**config.mk**
```make
export PLATFORM = sky130hd
export DESIGN_NAME = btp_phase_lock
export DESIGN_NICKNAME = d
export VERILOG_FILES = /design/src/logic/btp_pkg.sv /design/src/logic/btp_phase_lock.sv
export SDC_FILE = /design/constraint.sdc
export NUM_CORES = 1
export LEC_CHECK = 0
export ABC_AREA = 1
export BUFFER_PORTS_ARGS = -buffer_cell sky130_fd_sc_hd__clkbuf_2
export CAP_MARGIN = 20
export CORE_MARGIN = 5
export CORE_UTILIZATION = 53
export DETAILED_ROUTE_END_ITERATION = 8
export PLACE_DENSITY = 0.77
export SETUP_SLACK_MARGIN = 0.1
export SLEW_MARGIN = 20
export SYNTH_ARGS = -nofsm -noshare
export SYNTH_HDL_FRONTEND = slang
export SYNTH_SLANG_ARGS = --single-unit
```
**constraint.sdc**
```tcl
create_clock -name mclk -period 1.8 [get_ports mclk]
set_clock_uncertainty 0.15 [all_clocks]
set_input_delay 0.36 -clock mclk [delete_from_list [all_inputs] [get_ports mclk]]
set_output_delay 0.36 -clock mclk [all_outputs]
set_load 0.005 [all_outputs]
```
**src/logic/btp_pkg.sv**
```systemverilog
// Package for the bit timing phase lock: constants and carrier types
package btp_pkg;

  // ----------------------------------------
  // Reset values and timing counts
  // ----------------------------------------
  localparam logic       RST_LEVEL      = 1'b0;
  localparam int         PULSES_PER_BIT = 200;
  localparam int         DIVIDE_BY      = 2;
  localparam logic [7:0] DEF_OSC_DIV    = 8'h32;

  // Start-stop measurement length in half bits (six and a half bits, 5-level)
  localparam int         SS_HALF_BITS   = 13;
  localparam logic [3:0] SS_HALF_BITS_W = 4'hd;

  // ----------------------------------------
  // Carrier types
  // ----------------------------------------
  typedef struct packed {
    logic early;
    logic late;
  } btp_phase_t;

  typedef struct packed {
    logic insert_pending;
    logic delete_pending;
    logic late_div;
    logic early_div;
  } btp_status_t;

  typedef enum logic [1:0] {
    BTP_IDLE = 2'b00,
    BTP_RUN  = 2'b01
  } btp_ss_state_t;

endpackage

```
**src/logic/btp_phase_lock.sv**
```systemverilog
// Bit timing phase lock: repeats and corrects the 200x bit-rate timing stream
//
// Notes on behaviour
// - Timing stream always passes the pulse repeater; its output is the basic timing.
// - Alignment happens only by inserting or deleting pulses in the timing stream.
// - Early edge deletes a pulse to retard; late edge inserts a pulse.
// - On mark-to-space edge, late phase high means late, otherwise early.
// - Late detections toggle a divide-by-two; every second sets the insert request.
// - Insert request fires an extra pulse on the opposite oscillator phase, mid-gap.
// - The extra pulse clears the insert request, so one pulse per request.
// - Insertion recurs on later late detections until edges are no longer late.
// - Early detections toggle a second divider; every second sets delete, closing gate.
// - The blocked regular pulse slot clears delete, so gate blocks exactly one pulse.
// - Correction at most 1/400 bit per bit, about 1/800 on traffic.
// - Both correction paths stay active after lock.
// - Correction is damped so random edge distortion does not shift phase.
// - Start-stop: first mark-to-space edge starts six and a half bits of timing.
`timescale 1ns/1ps
module btp_phase_lock
  import btp_pkg::*;
#(
  parameter int OSC_DIV_W = 8
) (
  // Clock and reset
  input  wire logic                 mclk,
  input  wire logic                 rst,
  // Oscillator stream setup: mclk cycles per half oscillator period
  input  wire logic [OSC_DIV_W-1:0] osc_half_div,
  // Line side (asynchronous), space high, mark low
  input  wire logic                 line_in,
  // Bit-rate phase signals from the analyzer bit counters (same clock)
  input  wire btp_phase_t           phase_in,
  // Mode: high for synchronous lock, low for start-stop
  input  wire logic                 sync_mode,
  // Half-bit enable from the analyzer counters, used for start-stop timing
  input  wire logic                 half_bit_en,
  // Timing outputs
  output logic                      timing_pulse,
  output logic                      ss_active,
  output btp_status_t               status
);

  // ----------------------------------------
  // Oscillator divider: osc rising and falling phase enables
  // ----------------------------------------
  logic [OSC_DIV_W-1:0] div_cnt_ff;
  logic                 osc_ph_ff;
  wire                  div_wrap = (div_cnt_ff == '0);
  wire                  osc_rise = div_wrap && !osc_ph_ff;
  wire                  osc_fall = div_wrap && osc_ph_ff;
  wire [OSC_DIV_W-1:0]  div_load = (osc_half_div == '0) ? OSC_DIV_W'(1) : osc_half_div;

  always_ff @(posedge mclk) begin
    if (rst) begin
      div_cnt_ff <= '0;
      osc_ph_ff  <= RST_LEVEL;
    end else begin
      div_cnt_ff <= div_wrap ? div_load - OSC_DIV_W'(1) : div_cnt_ff - OSC_DIV_W'(1);
      if (div_wrap) begin
        osc_ph_ff <= !osc_ph_ff;
      end
    end
  end

  // ----------------------------------------
  // Line input synchroniser and edge detect
  // ----------------------------------------
  logic line_s1_ff;
  logic line_s2_ff;
  logic line_d_ff;

  always_ff @(posedge mclk) begin
    if (rst) begin
      line_s1_ff <= RST_LEVEL;
      line_s2_ff <= RST_LEVEL;
      line_d_ff  <= RST_LEVEL;
    end else begin
      line_s1_ff <= line_in;
      line_s2_ff <= line_s1_ff;
      line_d_ff  <= line_s2_ff;
    end
  end

  // Mark is low, space is high: a rising level is the mark-to-space edge
  wire ms_edge   = line_s2_ff && !line_d_ff;
  wire hit_late  = ms_edge && sync_mode && phase_in.late;
  wire hit_early = ms_edge && sync_mode && !phase_in.late;

  // ----------------------------------------
  // Correction dividers and request flip-flops
  // ----------------------------------------
  // Halving the detections damps the loop against single distorted edges
  logic late_divider_stage_ff;
  logic early_divider_stage_ff;
  logic insert_request_ff;
  logic delete_request_ff;
  logic ins_used_ff;
  logic del_used_ff;

  wire late_carry  = hit_late && late_divider_stage_ff;
  wire early_carry = hit_early && early_divider_stage_ff;

  // Set wins over the repeater clear, so a request is never lost.
  // Each request is cleared only by the repeater slot that served it, so a
  // regular pulse cannot eat an insert and an extra pulse cannot eat a delete.
  wire nxt_insert = late_carry || (insert_request_ff && !ins_used_ff);
  wire nxt_delete = early_carry || (delete_request_ff && !del_used_ff);

  always_ff @(posedge mclk) begin
    if (rst) begin
      late_divider_stage_ff  <= RST_LEVEL;
      early_divider_stage_ff <= RST_LEVEL;
      insert_request_ff      <= RST_LEVEL;
      delete_request_ff      <= RST_LEVEL;
    end else begin
      late_divider_stage_ff  <= late_divider_stage_ff ^ hit_late;
      early_divider_stage_ff <= early_divider_stage_ff ^ hit_early;
      insert_request_ff      <= nxt_insert;
      delete_request_ff      <= nxt_delete;
    end
  end

  // ----------------------------------------
  // Stop gate, extra pulse and pulse repeater
  // ----------------------------------------
  // Delete masks one regular pulse; insert fires on the opposite phase mid-gap
  wire stream_stop_gate      = osc_rise && !delete_request_ff;
  wire extra_pulse_oneshot   = osc_fall && insert_request_ff;
  wire pulse_repeater_oneshot = stream_stop_gate || extra_pulse_oneshot;

  // The gated-off pulse still clears delete: its slot counts as consumed
  wire nxt_del_used = osc_rise && delete_request_ff;

  always_ff @(posedge mclk) begin
    if (rst) begin
      ins_used_ff  <= RST_LEVEL;
      del_used_ff  <= RST_LEVEL;
      timing_pulse <= RST_LEVEL;
    end else begin
      ins_used_ff  <= extra_pulse_oneshot;
      del_used_ff  <= nxt_del_used;
      timing_pulse <= pulse_repeater_oneshot;
    end
  end

  // ----------------------------------------
  // Start-stop character timing
  // ----------------------------------------
  btp_ss_state_t ss_state_ff;
  logic [3:0]    ss_cnt_ff;
  wire           ss_start = ms_edge && !sync_mode && (ss_state_ff == BTP_IDLE);
  wire           ss_done  = half_bit_en && (ss_cnt_ff == SS_HALF_BITS_W - 4'h1);

  always_ff @(posedge mclk) begin
    if (rst) begin
      ss_state_ff <= BTP_IDLE;
      ss_cnt_ff   <= 4'h0;
    end else begin
      unique case (ss_state_ff)
        BTP_IDLE: begin
          ss_cnt_ff <= 4'h0;
          if (ss_start) begin
            ss_state_ff <= BTP_RUN;
          end
        end
        BTP_RUN: begin
          if (ss_done || sync_mode) begin
            ss_state_ff <= BTP_IDLE;
          end else if (half_bit_en) begin
            ss_cnt_ff <= ss_cnt_ff + 4'h1;
          end
        end
        default: begin
          ss_state_ff <= BTP_IDLE;
        end
      endcase
    end
  end

  assign ss_active = sync_mode || (ss_state_ff == BTP_RUN);

  // ----------------------------------------
  // Status
  // ----------------------------------------
  assign status = '{insert_pending: insert_request_ff, delete_pending: delete_request_ff,
                    late_div: late_divider_stage_ff, early_div: early_divider_stage_ff};

endmodule

```
==> results.yml <==
grt:
  grt_usage: 0.140
  antenna_found_initial: 0
  grt_pass1_vias: 944
  grt_max_degree: 18
  grt_pass1_wl_mm: 3.67
  grt_overflow: 0
clock_tree:
  hold_buffers: 0
  numClockSinks: 24
  cts_made_buffers: 3
  clock_path_buffers: 2
  cts_htree_levels: 1
  clk_latency_ns: 0.31
  clk_pin_slew_ns: 0.13
  cts_tree: "yes"
  cts-root-buf: "clkbuf_4"
worst_setup_path:
  path_class: "flip-flop to flip-flop"
  cpPeakStageDelay_ns: 0.35
  critPathSlowestCell: "dfxtp_1"
  cp.required_ns: 1.87
  cp_top_family: "simple AND/OR/NAND/NOR gates"
  crit_fanout: 6
  rr_worst_depth: 13
  crit_start: "div_cnt_ff[3]"
  r2r_end: "div_cnt_ff[6]"
  crit_buf_inv: 2
  cp_num_cells: 13
  endpoint_kind: "flip-flop"
  arrival_ns: 1.76
  crit_end: "div_cnt_ff[6]"
  r2r_slack_ns: 0.11
  worstSetupStartpointType: "flip-flop"
  regToRegStartpoint: "div_cnt_ff[3]"
  path_cells: "nor2_1 > nand2_2 > nor2_4 > nand2_2 > nand2_2 > inv_2 > ha_4 > inv_4 > nor2_4 > nand3_2 > nand2_1 > nand2_1 > nor2_1"
  path_common_cell: "nand2_2"
layout:
  fillCellCount: 176
  final_util: 0.686
  final_area_um2: 1370
  antenna_cells: 0
  nets: 204
  layout-drive-gt1-share: 0.328
  layout_commonest_cell: "nor2_1"
  regArea_um2: 485
  final_cell_count_no_fill: 210
  area_growth_pct: 19.9
  multi_input_area_um2: 571
  layout_common_cells: "nor2_1 (29), inv_1 (25), dfxtp_1 (20)"
logic_synthesis:
  yosysWarnings: 0
  syn-instance-count: 161
  synth.cell_area_um2: 1150
  synth.avg_cell_area_um2: 7.12
  synth_seq_cells: 24
  synth_nets: 181
  synth_top_cell_by_area: "dfxtp_1"
  synth_area_leaders: "dfxtp_1 (42%), nor2_1 (10%), inv_1 (9.2%)"
  synthAdderAreaFrac: 0.0546
  synth_compound_area_frac: 0.0895
  synth_xor_area_frac: 0.00764
  synth-simple-area-share: 0.300
  yosysUniqueCellTypes: 25
  muxShareOfSynthArea: 0
  synth_top_area_share: 0.419
  synth-seq-area-share: 0.419
  synth_top_family_by_area: "simple AND/OR/NAND/NOR gates"
floorplanning:
  row_count: 16
  initial_utilization: 0.572
  coreArea_um2: 2000
  dieHeight_um: 56.5
  die_area_um2: 3190
  io_pins: 21
  fp.dieW_um: 56.5
placed_design:
  post-place-cells: 204
  gp_congestion: 0.847
  io_buffers: 19
  dpl.hpwl_mm: 1.65
  placed_area_um2: 1260
drt:
  drt_wl_total_mm: 2.35
  wl_per_cell_um: 11.2
  route.vias.total: 1013
  first_pass_iters: 4
  viasPerCell: 4.82
  drt.antenna.violating_nets: 0
  drt_iter0_markers: 12
  drc: 0
run:
  drv_cap: 0
timing:
  rsz0062_at_grt: "true"
  setup_tns_ns: 0
  finalCritPeriodShare: 0.937
  worstMarginPinSlew_ns: 0.337
  clock.fmax_mhz: 593
  maxSlewViolCount: 0
  hold_viol_final: 0
  finalSetupViolCount: 0
  relSlewSlack: 0.775
  fin_crit_ns: 1.69
power_and_ir_drop:
  ir_drop_mv: 0.881
  power_density_nw_per_um2: 1330
  leakagePower_uw: 0.000641
run_status:
  status: "finished clean"
hold_path:
  worstHoldPathType: "input pin to flip-flop"
==> where the power goes <==
part	internal [µW]	switching, µW	total, µW
Sequential	616	50.0	667
Clock	123	157	281
Combinational	357	520	877
==> cell families after synthesis <==
kind of cell / Yosys count
AO/OA/AOI/OAI: 18
XOR/XNOR: 1
adder cells (fa/ha/maj): 5
buffers and inverters: 35
flip-flops: 24
AND/OR/NAND/NOR: 78
==> worst min path at each step <==
stage | from | endpoint | cells after the start
4_1_cts | line_in | line_s1_ff | 3
3_5_place_dp | line_s1_ff | line_s2_ff | 2
5_1_grt | line_in | line_s1_ff | 3
2_1_floorplan | line_s1_ff | line_s2_ff | 2
6_report | line_in | line_s1_ff | 3
3_3_place_gp | line_s1_ff | line_s2_ff | 2
==> state kept, by name (all words and copies together) (netlist names) <==
name / cells
div_cnt_ff: 8
ss_cnt_ff: 4
del_used_ff: 1
delete_request_ff: 1
early_divider_stage_ff: 1
ins_used_ff: 1
insert_request_ff: 1
late_divider_stage_ff: 1
line_d_ff: 1
line_s1_ff: 1
line_s2_ff: 1
osc_ph_ff: 1
ss_state_ff: 1
timing_pulse: 1
==> routing by layer <==
metal  vias to the layer above  routed length [µm]  global-route usage
met2                        22                1220               0.239
met1                       450                1020               0.173
met4                         0                  14              0.0441
li1                        539                   -                   -
met3                         2                  99              0.0298
met5                         -                   0                   0
==> through the flow <==
stage / power (µW) / setup slack (ns) / hold slack [ns]
final: 1820 / 0.113 / 0.0731
after detailed placement: 1330 / 0.0234 / 0.248
after global placement: 1300 / 0.0556 / 0.241
after floorplan: 1160 / 0.173 / 0.238
after CTS: 1620 / 0.101 / 0.0689
after global routing: 1970 / -0.00895 / 0.0922
==> area by class of cell <==
cell class	count	share of cell area
Tap cell	27	0.0246
Multi-Input combinational cell	102	0.415
Sequential cell	24	0.353
Clock buffer	4	0.0264
Inverter	29	0.0811
Timing Repair Buffer	24	0.0993
==> worst min-delay path: cells and delay by family <==
| family | cells | cell delay, ns |
|---|---|---|
| buffers and inverters | 2 | 0.12 |
| AND/OR/NAND/NOR | 1 | 0.03 |
==> synth_stat cells <==
library cell / number
nor2_1: 32
inv_1: 28
dfxtp_1: 24
nand2_1: 23
a21oi_1: 12
nand3_1: 8
ha_1: 5
buf_4: 4
nand2_2: 4
nor3_1: 4
nor2_2: 2
o21ai_0: 2
a21oi_2: 1
a31o_2: 1
and3_1: 1
buf_1: 1
buf_2: 1
inv_2: 1
nand3_2: 1
nand4_1: 1
nor2_4: 1
o21a_1: 1
o21bai_1: 1
or2_2: 1
xor2_1: 1
==> what timing repair did <==
| item | in CTS | in global routing |
|---|---|---|
| pin swaps | 2 | 10 |
| setup endpoints to repair | 2 | 6 |
| setup buffers | 0 | 2 |
| gates cloned | 0 | 0 |
| gates resized for setup | 3 | 22 |
(Power assumes the default switching activity.)
